**config.mk**
```make
export PLATFORM = sky130hd
export DESIGN_NAME = oscillator_switch_control
export DESIGN_NICKNAME = d
export VERILOG_FILES = /design/src/rtl/osc_switch_pkg.sv /design/src/rtl/oscillator_switch_control.sv /design/src/rtl/source_ready_flag.sv
export SDC_FILE = /design/constraint.sdc
export NUM_CORES = 1
export LEC_CHECK = 0
export ABC_AREA = 1
export BUFFER_PORTS_ARGS = -buffer_cell sky130_fd_sc_hd__buf_4
export CORE_UTILIZATION = 40
export DETAILED_ROUTE_END_ITERATION = 10
export MAX_ROUTING_LAYER = met4
export PLACE_DENSITY = 0.64
export SLEW_MARGIN = 10
export SYNTH_ARGS = -nofsm -noshare
export SYNTH_HDL_FRONTEND = slang
export SYNTH_SLANG_ARGS = --single-unit
```
**constraint.sdc**
```tcl
create_clock -name ref_clk -period 1.5 [get_ports ref_clk]
set_input_delay 0.3 -clock ref_clk [delete_from_list [all_inputs] [get_ports ref_clk]]
set_output_delay 0.3 -clock ref_clk [all_outputs]
set_load 0.02 [all_outputs]
```
**src/rtl/osc_switch_pkg.sv**
```systemverilog
// Constants for the oscillator selection and clock-switch control block.
// Assumes an 8-bit register port and a 125 MHz single clock.
// Notes on behaviour
// - Request register holds source in bits 6-4, divider in 3-0; bit 7 zero.
// - After power-on the requested source comes from the reset-source setting.
// - A write carrying a reserved source code changes neither request field.
// - With switching disabled by configuration the request register is read-only.
// - Reset defaults: 110, 001 and 011 give fast internal 4:1, 000 gives 110 1:1, others 1:1.
// - Active status register shows active source in 6-4 and divider in 3-0.
// - Active fields after power-on show the settings in effect at start.
// - Hold set and new source ready: switch waits, interrupt flag raised.
// - Hold clear: switch happens once the new source reports ready.
// - Hold bit is read/write and resets to zero.
// - Bit 6 of switch control picks secondary oscillator power, resets low.
// - Switch-done reads one when active equals requested, else zero.
// - New-ready reads one only while switching and the new source is ready.
// - Without hold, new-ready rises within one instruction cycle then clears.
// - Ready status bits 7 to 2 show each oscillator enabled and ready.
// - Bit 0 shows the PLL enabled, fed by a ready source and locked.
// - Unimplemented bits read as zero and ignore writes.
// - Source and divider encodings; reserved codes listed separately.
// - At the switch, active fields update, done sets, new-ready clears.
// - Switch interrupt flag sets with new-ready; request only when enabled.
package osc_switch_pkg;
    // Register offsets
    localparam logic [1:0] REQ_CTRL_OFS   = 2'h0;
    localparam logic [1:0] ACT_STAT_OFS   = 2'h1;
    localparam logic [1:0] SW_CTRL_OFS    = 2'h2;
    localparam logic [1:0] RDY_STAT_OFS   = 2'h3;
    // Field positions
    localparam int SRC_LSB     = 4;
    localparam int HOLD_BIT    = 7;
    localparam int PWR_BIT     = 6;
    localparam int DONE_BIT    = 4;
    localparam int NEWRDY_BIT  = 3;
    // Source codes
    localparam logic [2:0] SRC_EXT      = 3'h7;
    localparam logic [2:0] SRC_FAST     = 3'h6;
    localparam logic [2:0] SRC_SLOW     = 3'h5;
    localparam logic [2:0] SRC_SEC      = 3'h4;
    localparam logic [2:0] SRC_EXT_PLL  = 3'h2;
    localparam logic [2:0] SRC_RSV_HI   = 3'h3;
    localparam logic [2:0] SRC_RSV_LO   = 3'h1;
    localparam logic [2:0] SRC_RSV_ZERO = 3'h0;
    // Divider codes
    localparam logic [3:0] DIV_1        = 4'h0;
    localparam logic [3:0] DIV_4        = 4'h2;
    localparam logic [3:0] DIV_MAX      = 4'h9;
    // Reset values of software-owned bits
    localparam logic       HOLD_RST     = 1'b0;
    localparam logic       PWR_RST      = 1'b0;
    // Ready vector layout: oscillators 5..0 then PLL
    localparam int NUM_READY   = 7;
    localparam int PLL_IDX     = 6;
    // Instruction cycle as a count of system clocks
    localparam int INSTR_CLKS  = 4;
    localparam logic [1:0] INSTR_LAST = 2'(INSTR_CLKS - 1);
    typedef enum logic [1:0] {
        ST_BOOT  = 2'b00,
        ST_IDLE  = 2'b01,
        ST_WAIT  = 2'b10,
        ST_READY = 2'b11
    } sw_state_e;
endpackage

```
**src/rtl/oscillator_switch_control.sv**
```systemverilog
// Oscillator selection and clock-switch control with four byte registers.
// Assumes a plain register port and source ready inputs synchronous to ref_clk.
`timescale 1ns/100ps
`default_nettype none
module oscillator_switch_control (
    input  wire logic       ref_clk,
    input  wire logic       resetn,
    input  wire logic [1:0] reg_addr,
    input  wire logic [7:0] reg_wdata,
    input  wire logic       reg_wr,
    input  wire logic       reg_rd,
    output var  logic [7:0] reg_rdata,
    input  wire logic [2:0] reset_source_cfg,
    input  wire logic       switch_enable_cfg,
    input  wire logic       switch_irq_enable,
    input  wire logic [5:0] osc_enable,
    input  wire logic [5:0] osc_ready,
    input  wire logic       pll_enable,
    input  wire logic       pll_locked,
    output var  logic [2:0] active_source,
    output var  logic [3:0] active_divider,
    output var  logic       secondary_power_mode,
    output var  logic       switch_irq_flag,
    output var  logic       switch_irq_req
);
    logic                 rst_meta;
    logic                 rst_n;
    logic [1:0]           instr_cnt;
    logic [1:0]           next_instr_cnt;
    logic                 instr_tick;
    logic [osc_switch_pkg::NUM_READY-1:0] rdy_en;
    logic [osc_switch_pkg::NUM_READY-1:0] rdy_in;
    logic [osc_switch_pkg::NUM_READY-1:0] rdy_q;
    osc_switch_pkg::sw_state_e state;
    osc_switch_pkg::sw_state_e next_state;
    logic [2:0]           requested_source;
    logic [3:0]           requested_divider;
    logic [2:0]           next_requested_source;
    logic [3:0]           next_requested_divider;
    logic [2:0]           next_active_source;
    logic [3:0]           next_active_divider;
    logic                 switch_hold;
    logic                 next_switch_hold;
    logic                 next_secondary_power_mode;
    logic                 new_source_ready;
    logic                 next_new_source_ready;
    logic                 next_switch_irq_flag;
    logic                 next_switch_irq_req;
    logic [7:0]           next_reg_rdata;
    logic                 pending;
    logic                 switch_done;
    logic                 sel_ready;
    logic                 src_reserved;
    logic                 div_reserved;
    logic [2:0]           boot_source;
    logic [3:0]           boot_divider;

    // Reset release through two flops
    always_ff @(posedge ref_clk or negedge resetn) begin
        if (!resetn) begin
            rst_meta <= 1'b0;
            rst_n    <= 1'b0;
        end else begin
            rst_meta <= 1'b1;
            rst_n    <= rst_meta;
        end
    end

    // Instruction cycle divider
    always_comb begin
        instr_tick     = (instr_cnt == osc_switch_pkg::INSTR_LAST);
        next_instr_cnt = instr_tick ? 2'h0 : instr_cnt + 2'h1;
    end

    always_ff @(posedge ref_clk or negedge rst_n) begin
        if (!rst_n) begin
            instr_cnt <= 2'h0;
        end else begin
            instr_cnt <= next_instr_cnt;
        end
    end

    // Ready qualifiers; PLL needs the external source ready too
    always_comb begin
        rdy_en = {pll_enable & osc_enable[5] & osc_ready[5], osc_enable};
        rdy_in = {pll_locked, osc_ready};
    end

    genvar gi;
    generate
        for (gi = 0; gi < osc_switch_pkg::NUM_READY; gi++) begin : g_rdy
            source_ready_flag u_flag (
                .ref_clk (ref_clk),
                .rst_n   (rst_n),
                .enable  (rdy_en[gi]),
                .ready   (rdy_in[gi]),
                .flag    (rdy_q[gi])
            );
        end
    endgenerate

    // Power-on defaults from the reset-source setting
    always_comb begin
        boot_source  = reset_source_cfg;
        boot_divider = osc_switch_pkg::DIV_1;
        case (reset_source_cfg)
            osc_switch_pkg::SRC_FAST: begin
                boot_divider = osc_switch_pkg::DIV_4;
            end
            osc_switch_pkg::SRC_RSV_ZERO: begin
                boot_source = osc_switch_pkg::SRC_FAST;
            end
            osc_switch_pkg::SRC_RSV_HI,
            osc_switch_pkg::SRC_RSV_LO: begin
                boot_source  = osc_switch_pkg::SRC_FAST;
                boot_divider = osc_switch_pkg::DIV_4;
            end
            default: begin
                boot_divider = osc_switch_pkg::DIV_1;
            end
        endcase
    end

    // Code decode and readiness of the requested source
    always_comb begin
        src_reserved = (reg_wdata[6:4] == osc_switch_pkg::SRC_RSV_HI)
                     | (reg_wdata[6:4] == osc_switch_pkg::SRC_RSV_LO)
                     | (reg_wdata[6:4] == osc_switch_pkg::SRC_RSV_ZERO);
        div_reserved = (reg_wdata[3:0] > osc_switch_pkg::DIV_MAX);
        pending      = {requested_source, requested_divider}
                    != {active_source, active_divider};
        switch_done  = !pending;
        case (requested_source)
            osc_switch_pkg::SRC_EXT:     sel_ready = rdy_q[5];
            osc_switch_pkg::SRC_FAST:    sel_ready = rdy_q[4];
            osc_switch_pkg::SRC_SLOW:    sel_ready = rdy_q[2];
            osc_switch_pkg::SRC_SEC:     sel_ready = rdy_q[1];
            osc_switch_pkg::SRC_EXT_PLL: sel_ready = rdy_q[osc_switch_pkg::PLL_IDX];
            default:                     sel_ready = 1'b0;
        endcase
    end

    // Switch sequencer and register writes
    always_comb begin
        next_state                = state;
        next_requested_source     = requested_source;
        next_requested_divider    = requested_divider;
        next_active_source        = active_source;
        next_active_divider       = active_divider;
        next_switch_hold          = switch_hold;
        next_secondary_power_mode = secondary_power_mode;
        next_new_source_ready     = new_source_ready;
        next_switch_irq_flag      = 1'b0;
        next_switch_irq_req       = 1'b0;
        case (state)
            osc_switch_pkg::ST_BOOT: begin
                next_requested_source  = boot_source;
                next_requested_divider = boot_divider;
                next_active_source     = boot_source;
                next_active_divider    = boot_divider;
                next_state             = osc_switch_pkg::ST_IDLE;
            end
            osc_switch_pkg::ST_IDLE: begin
                if (pending) begin
                    next_state = osc_switch_pkg::ST_WAIT;
                end
            end
            osc_switch_pkg::ST_WAIT: begin
                if (!pending) begin
                    next_state = osc_switch_pkg::ST_IDLE;
                end else if (sel_ready && instr_tick) begin
                    next_new_source_ready = 1'b1;
                    next_switch_irq_flag  = 1'b1;
                    next_switch_irq_req   = switch_irq_enable;
                    next_state            = osc_switch_pkg::ST_READY;
                end
            end
            osc_switch_pkg::ST_READY: begin
                if (!pending) begin
                    next_new_source_ready = 1'b0;
                    next_state            = osc_switch_pkg::ST_IDLE;
                end else if (!sel_ready) begin
                    next_new_source_ready = 1'b0;
                    next_state            = osc_switch_pkg::ST_WAIT;
                end else if (!switch_hold && instr_tick) begin
                    next_active_source    = requested_source;
                    next_active_divider   = requested_divider;
                    next_new_source_ready = 1'b0;
                    next_state            = osc_switch_pkg::ST_IDLE;
                end
            end
            default: begin
                next_state = osc_switch_pkg::ST_BOOT;
            end
        endcase
        if (reg_wr && state != osc_switch_pkg::ST_BOOT) begin
            if (reg_addr == osc_switch_pkg::REQ_CTRL_OFS && switch_enable_cfg
                && !src_reserved && !div_reserved) begin
                next_requested_source  = reg_wdata[6:4];
                next_requested_divider = reg_wdata[3:0];
            end
            if (reg_addr == osc_switch_pkg::SW_CTRL_OFS) begin
                next_switch_hold          = reg_wdata[osc_switch_pkg::HOLD_BIT];
                next_secondary_power_mode = reg_wdata[osc_switch_pkg::PWR_BIT];
            end
        end
    end

    always_ff @(posedge ref_clk or negedge rst_n) begin
        if (!rst_n) begin
            state                <= osc_switch_pkg::ST_BOOT;
            requested_source     <= osc_switch_pkg::SRC_FAST;
            requested_divider    <= osc_switch_pkg::DIV_4;
            active_source        <= osc_switch_pkg::SRC_FAST;
            active_divider       <= osc_switch_pkg::DIV_4;
            switch_hold          <= osc_switch_pkg::HOLD_RST;
            secondary_power_mode <= osc_switch_pkg::PWR_RST;
            new_source_ready     <= 1'b0;
            switch_irq_flag      <= 1'b0;
            switch_irq_req       <= 1'b0;
        end else begin
            state                <= next_state;
            requested_source     <= next_requested_source;
            requested_divider    <= next_requested_divider;
            active_source        <= next_active_source;
            active_divider       <= next_active_divider;
            switch_hold          <= next_switch_hold;
            secondary_power_mode <= next_secondary_power_mode;
            new_source_ready     <= next_new_source_ready;
            switch_irq_flag      <= next_switch_irq_flag;
            switch_irq_req       <= next_switch_irq_req;
        end
    end

    // Read mux; data stand only in the cycle after the strobe
    always_comb begin
        next_reg_rdata = 8'h00;
        if (reg_rd) begin
            case (reg_addr)
                osc_switch_pkg::REQ_CTRL_OFS: begin
                    next_reg_rdata = {1'b0, requested_source, requested_divider};
                end
                osc_switch_pkg::ACT_STAT_OFS: begin
                    next_reg_rdata = {1'b0, active_source, active_divider};
                end
                osc_switch_pkg::SW_CTRL_OFS: begin
                    next_reg_rdata = {switch_hold, secondary_power_mode, 1'b0,
                                      switch_done, new_source_ready, 3'h0};
                end
                osc_switch_pkg::RDY_STAT_OFS: begin
                    next_reg_rdata = {rdy_q[5:0], 1'b0,
                                      rdy_q[osc_switch_pkg::PLL_IDX]};
                end
                default: begin
                    next_reg_rdata = 8'h00;
                end
            endcase
        end
    end

    always_ff @(posedge ref_clk or negedge rst_n) begin
        if (!rst_n) begin
            reg_rdata <= 8'h00;
        end else begin
            reg_rdata <= next_reg_rdata;
        end
    end
endmodule
`default_nettype wire

```
**src/rtl/source_ready_flag.sv**
```systemverilog
// One ready flag: set while a source is both enabled and reporting ready.
// Assumes inputs synchronous to ref_clk.
`timescale 1ns/100ps
`default_nettype none
module source_ready_flag (
    input  wire logic ref_clk,
    input  wire logic rst_n,
    input  wire logic enable,
    input  wire logic ready,
    output var  logic flag
);
    logic next_flag;

    // Qualify ready with enable
    always_comb begin
        next_flag = enable & ready;
    end

    // Register the flag
    always_ff @(posedge ref_clk or negedge rst_n) begin
        if (!rst_n) begin
            flag <= 1'b0;
        end else begin
            flag <= next_flag;
        end
    end
endmodule
`default_nettype wire

```
### Yosys cells after proc, flatten, opt, wreduce, memory -nomap -nowiden

Index checks and enable logic that the tools add are counted.

| operators by class | value |
|---|---|
| reduce and logical (&&, ||, !) cells | 23 |
| add/sub/neg operators | 1 |
| bitwise logic cells | 11 |
| multiplexer cells | 39 |
| eq/ne operators | 26 |
| magnitude comparators | 1 |

Operators by type and width:

| cell | count |
|---|---|
| 8-bit one-hot mux with 4 select lines | 1 |
| 4-bit two-way mux | 6 |
| 3-bit two-way mux | 7 |
| 2-bit two-way mux | 8 |
| 3-bit equality test (second input constant) | 5 |
| 2-bit inequality test (second input constant) | 6 |
| 1-bit two-way mux | 11 |
| 2-bit equality test (second input constant) | 5 |
| 1-bit AND | 9 |
| 3-bit by 2-bit equality test with 1-bit output (second input constant) | 3 |
| 8-bit two-way mux | 1 |
| 2-bit one-hot mux with 4 select lines | 1 |
| 4-bit one-hot mux with 2 select lines | 1 |
| 4-bit AND reduction | 2 |
| 7-bit inequality test | 1 |
| 3-bit by 1-bit equality test with 1-bit output (second input constant) | 2 |
| 1-bit logical AND | 6 |
| 3-bit logical NOT | 2 |
| 3-bit one-hot mux with 2 select lines | 1 |
| 2-bit nonzero test | 3 |
| 3-bit OR reduction | 2 |
| 1-bit one-hot mux with 5 select lines | 1 |
| 2-bit by 1-bit equality test with 1-bit output (second input constant) | 2 |
| 4-bit > comparator (second input constant) | 1 |
| 9 further kinds | 14 |

| storage, ports and cells | value |
|---|---|
| bits in registers | 40 |

### Logic depth before layout (Yosys ltp)

| depth | value |
|---|---|
| word-level depth | 8 |
| gate-level depth with buffers | 12 |
| gate-level depth less buffers | 12 |

### Modules after synthesis

Synthesis repeated with hierarchy kept, for this count alone.

| unflattened totals | value |
|---|---|
| cell total of the unflattened synthesis | 250 |
| area total of the unflattened synthesis | 2,025.7 um^2 |

By module, submodules not included:

| module | seq. area each (um^2) | cells an instance | times used | area each (um^2) |
|---|---|---|---|---|
| oscillator_switch_control | 833.3 | 229 | 1 | 1,798.0 |
| source_ready_flag | 25.0 | 3 | 7 | 32.5 |

### Least setup slack after synthesis

No wires, ideal clock.

| timing path | value |
|---|---|
| path kind | reg-to-reg |
| start point | register active_source[2] |
| end point | register active_source[0] |
| cell stages (with the launch flop) | 13 |
| path slack | -58 ps |
| library setup time | 118 ps |
| data arrival time | 1,440 ps |
| path buffers | 1 |
| cell sequence | dfstp_2 > inv_1 > nand2_1 > nand2_1 > nor2_2 > nand2_2 > clkinv_2 > nand2_4 > nand3_4 > nand2_4 > buf_6 > nand2_2 > o21ai_2 |

| on the way | value |
|---|---|
| longest elaborated chain between the ends | 3 |

RTL lines:

| element | line | RTL |
|---|---|---|
| from (decl) | oscillator_switch_control.sv:20 | `output var logic [2:0] active_source,` |
| from (signal assigned) | oscillator_switch_control.sv:214 | `active_source <= osc_switch_pkg::SRC_FAST;` |
| from (signal assigned) | oscillator_switch_control.sv:225 | `active_source <= next_active_source;` |
| 7-bit inequality test | oscillator_switch_control.sv:131 | `!= {active_source, active_divider};` |
| 2-bit inequality test (no source line) | -- |  |
| 4-bit AND reduction (no source line) | -- |  |

Every way passes these cells.
A chain may end at the register's enable or synchronous reset.

### Worst setup path after layout

| timing path | value |
|---|---|
| start point | register requested_source[1] |
| end point | register active_divider[2] |

| on the way | value |
|---|---|
| longest elaborated chain between the ends | 4 |
| elaborated cells between the ends (all ways) | 10 |
| those cells by class | eq/ne (8); mux (1); reduce/logical (1) |

RTL lines:

| element | line | RTL |
|---|---|---|
| from (decl) | oscillator_switch_control.sv:36 | `logic [2:0] requested_source;` |
| from (signal assigned) | oscillator_switch_control.sv:212 | `requested_source <= osc_switch_pkg::SRC_FAST;` |
| from (signal assigned) | oscillator_switch_control.sv:223 | `requested_source <= next_requested_source;` |
| 3-bit by 2-bit equality test with 1-bit output / 3-bit equality test (equally long branches) | oscillator_switch_control.sv:133 | `case (requested_source)` |
| 1-bit one-hot mux with 5 select lines | oscillator_switch_control.sv:133 |  |
| 2-bit inequality test (no source line) | -- |  |
| 4-bit AND reduction (no source line) (*) | -- |  |
| to (signal assigned) | oscillator_switch_control.sv:215 | `active_divider <= osc_switch_pkg::DIV_4;` |
| to (signal assigned) | oscillator_switch_control.sv:226 | `active_divider <= next_active_divider;` |
| to (decl) | oscillator_switch_control.sv:21 | `output var logic [3:0] active_divider,` |

Every way passes the cells marked *; elsewhere a longest branch is shown, timed or not.

==> results.toml <==
[clock_tree]
clk_pin_slew_worst_paths_ns = 0.08
clock_latency_ns = 0.29
cts_tree = "yes"
cts_sinks = 40
clk_path_buf_depth = 2
root_buffer = "clkbuf_8"
numCtsBuffers = 5
h-tree-depth = 2

[sta]
setup_slack_ns = -0.0348
drv_slew = 0
setup_violations = 8
rsz0062_at_grt = "true"
post-route-period-util = 1.02
fin_crit_ns = 1.53
hold_viol = 0
finClkSkew_ns = 0.00655
fmax_ghz = 0.652

[yosys]
yosys_warnings = 0
synth_top_area_frac = 0.412
synthSimpleGateAreaFrac = 0.223
synth_seq_cells = 40
synth_top_family_by_area = "simple AND/OR/NAND/NOR gates"
synth_compound_area_frac = 0.167
synth.area.mux_share = 0.00485
syn-num-nets = 292
synth.distinct_cells = 29
netlist_instances = 258
yosys-top-cells-area = "dfrtp_1 (41%), nand2_1 (11%), inv_1 (8.0%)"
synth_seq_area_share = 0.488
synth_area_per_cell_um2 = 8.00
ys.flop_type = "dfrtp_1"
yosysTopAreaCell = "dfrtp_1"
synthAdderAreaFrac = 0.00606
synth_edf_count = 0
synthXorXnorAreaFrac = 0.00424
syn_area_mm2 = 0.00206
async_flop_share = 1.00

[critical_path]
cp.required_ns = 1.72
timing.rr.start = "requested_source[1]"
cp_max_fo = 4
rrSetupSlack_ns = -0.03
reg2reg_depth = 9
critPathLaunchType = "flip-flop"
timing.rr.end = "active_divider[2]"
end_kind = "flip-flop"
arrival_ns = 1.75
path_class = "flip-flop to flip-flop"

[drt]
routed_wl_um = 5050
drt_iter0_markers = 99
num_vias = 1896
vias_per_cell = 4.67
drt-pass1-iter-count = 4
wl_per_cell_um = 12.4
drc_errors = 0
antenna_left = 0

[global_routing]
grtUsageTotal = 0.206
grt_pass1_wl_um = 7880
grt_overflow = 0
grt_pass1_vias = 1738
antenna_found_initial = 0
grt_max_degree = 39

[floorplan]
start_util = 0.426
core_mm2 = 0.00485
die_w_um = 73.8
dieHeight_um = 73.8
die-area_mm2 = 0.00545
num_rows = 25
io_pins = 51

[pwr]
power.leakage_nw = 1.57
p_seq_frac = 0.348
p_switching_mw = 1.89
pwr_density_cell_mw_per_mm2 = 1590
ir_worst_vdd_uv = 676
p_int_mw = 2.71
p_sw_frac = 0.411
power_frac_comb = 0.502
pwr-share-clk = 0.150

[run]
max_cap_viol_count = 0

[place]
dpl.hpwl_um = 3870
routabilityCongestion = 0.921
place_area_mm2 = 0.00266
io_buffers = 50

[finish]
final_nets = 372
syn2layout_area_growth_pct = 40.1
multi_input_area_um2 = 955
layout-drive-gt1-share = 0.398
fin_util = 0.597
fin_area_mm2 = 0.00289
n_antenna_cell = 0
seq_area_mm2 = 0.00101
num-fill-cells = 450

[hold_path]
hp-class = "input port to flip-flop"
min_to = "g_rdy[0].u_flag.flag"
hold_path.startpoint = "osc_ready[0]"
whs_path_depth = 3

[status]
outcome = "finished, violations left"
violations = "setup timing"
-- metrics by stage --
| stage | setup TNS [ns] | hold WS (ns) | total power, mW | setup WS [ns] | instances |
|---|---|---|---|---|---|
| global placement | -0.0552 | 0.0835 | 3.57 | -0.0372 | 393 |
| detailed placement | -0.157 | 0.0842 | 3.59 | -0.0576 | 393 |
| CTS | -0.0529 | 0.188 | 4.40 | -0.0315 | 404 |
| floorplan | -0.0203 | 0.00441 | 2.80 | -0.0203 | 258 |
| finish | -0.177 | 0.189 | 4.59 | -0.0348 | 406 |
| global route | -1.31 | 0.190 | 4.91 | -0.138 | 406 |
-- power groups by stage --
stage	clock network, mW	logic, mW	registers (mW)
finish	0.690	2.31	1.60
global route	0.751	2.53	1.63
CTS	0.703	2.11	1.59
detailed placement	0	1.98	1.61
global placement	0	1.97	1.60
floorplan	0	1.06	1.74
-- worst max path at each step --
| stage | from | end | slack (ns) | depth (start not counted) |
|---|---|---|---|---|
| 3_3_place_gp | requested_divider[1] | active_divider[1] | -0.04 | 8 |
| 5_1_grt | requested_source[1] | active_divider[3] | -0.14 | 9 |
| 3_5_place_dp | requested_divider[1] | active_divider[1] | -0.06 | 8 |
| 2_1_floorplan | active_source[1] | active_source[0] | -0.02 | 12 |
| 4_1_cts | requested_source[1] | state[0] | -0.03 | 11 |
| 6_report | requested_source[1] | active_divider[2] | -0.03 | 9 |
-- layer usage --
layer,track usage,vias to the layer above,routed length [um]
li1,-,973,-
met1,0.254,861,2320
met2,0.337,54,2460
met3,0.0494,8,211
met4,0.0534,0,63
met5,-,-,0
-- cell families after synthesis --
family	after synthesis
mux	1
xor+xnor	1
compound gates	56
fa+ha+maj	1
buf+inv	55
flops	40
other cells	1
simple gates	103
-- area by class of cell --
class | count | area share
tap | 67 | 0.0290
clock inverter | 1 | 0.00173
sequential | 40 | 0.349
multi-input combinational | 164 | 0.330
inverter | 53 | 0.0701
timing repair buffer | 74 | 0.194
clock buffer | 7 | 0.0264
-- worst max-delay path, cell delays in order, from the launching register on --
cell      delay (ns)
dfstp_2         0.58
nand2_1         0.08
nand2_2         0.07
nor2_2          0.03
nand2_2         0.10
clkinv_2        0.08
nand2_4         0.08
nand3_4         0.13
buf_6           0.17
o22ai_2         0.13
-- layout by cell type, fill, tap and decap left out, types with 2 or more instances in the layout --
cell	synthesis	layout
nor2_1	17	14
buf_4	0	72
nand2_2	6	12
clkinv_2	1	2
o22ai_2	3	3
nor2_4	0	3
inv_2	8	9
o21ai_0	24	24
inv_1	44	42
o21ai_1	5	5
dfrtp_1	34	34
a21oi_1	12	12
dfstp_2	6	6
o22ai_1	3	3
clkbuf_1	0	2
a221oi_1	2	2
nand2_1	59	49
a211oi_1	2	2
o21ai_2	3	2
clkbuf_8	0	5
nand2_4	2	6
nand3_2	0	4
nand3_1	12	8
nor2_2	5	5
-- synth_stat cells (5+ instances only) --
library cell  count
nand2_1          59
nor2_1           17
dfrtp_1          34
o21ai_1           5
inv_2             8
o21ai_0          24
nand3_1          12
a21oi_1          12
inv_1            44
nor2_2            5
dfstp_2           6
nand2_2           6
-- state kept, by name, indices dropped and copies added, names as in the netlist, 2 cells and up --
register and cells:
requested_source 3, instr_cnt 2, state 2, requested_divider 4, g_rdy.u_flag.flag 7, active_divider 4
reg_rdata 8, active_source 3
-- what timing repair did --
item	4_1_cts	5_1_grt
setup buffers	2	1
pin swaps	1	7
setup endpoints to repair	4	13
gates cloned	0	1
hold buffers	1	0
resized for setup	7	21
endpoints found under the hold margin	2	0
Power figures use the tool's default switching activity.
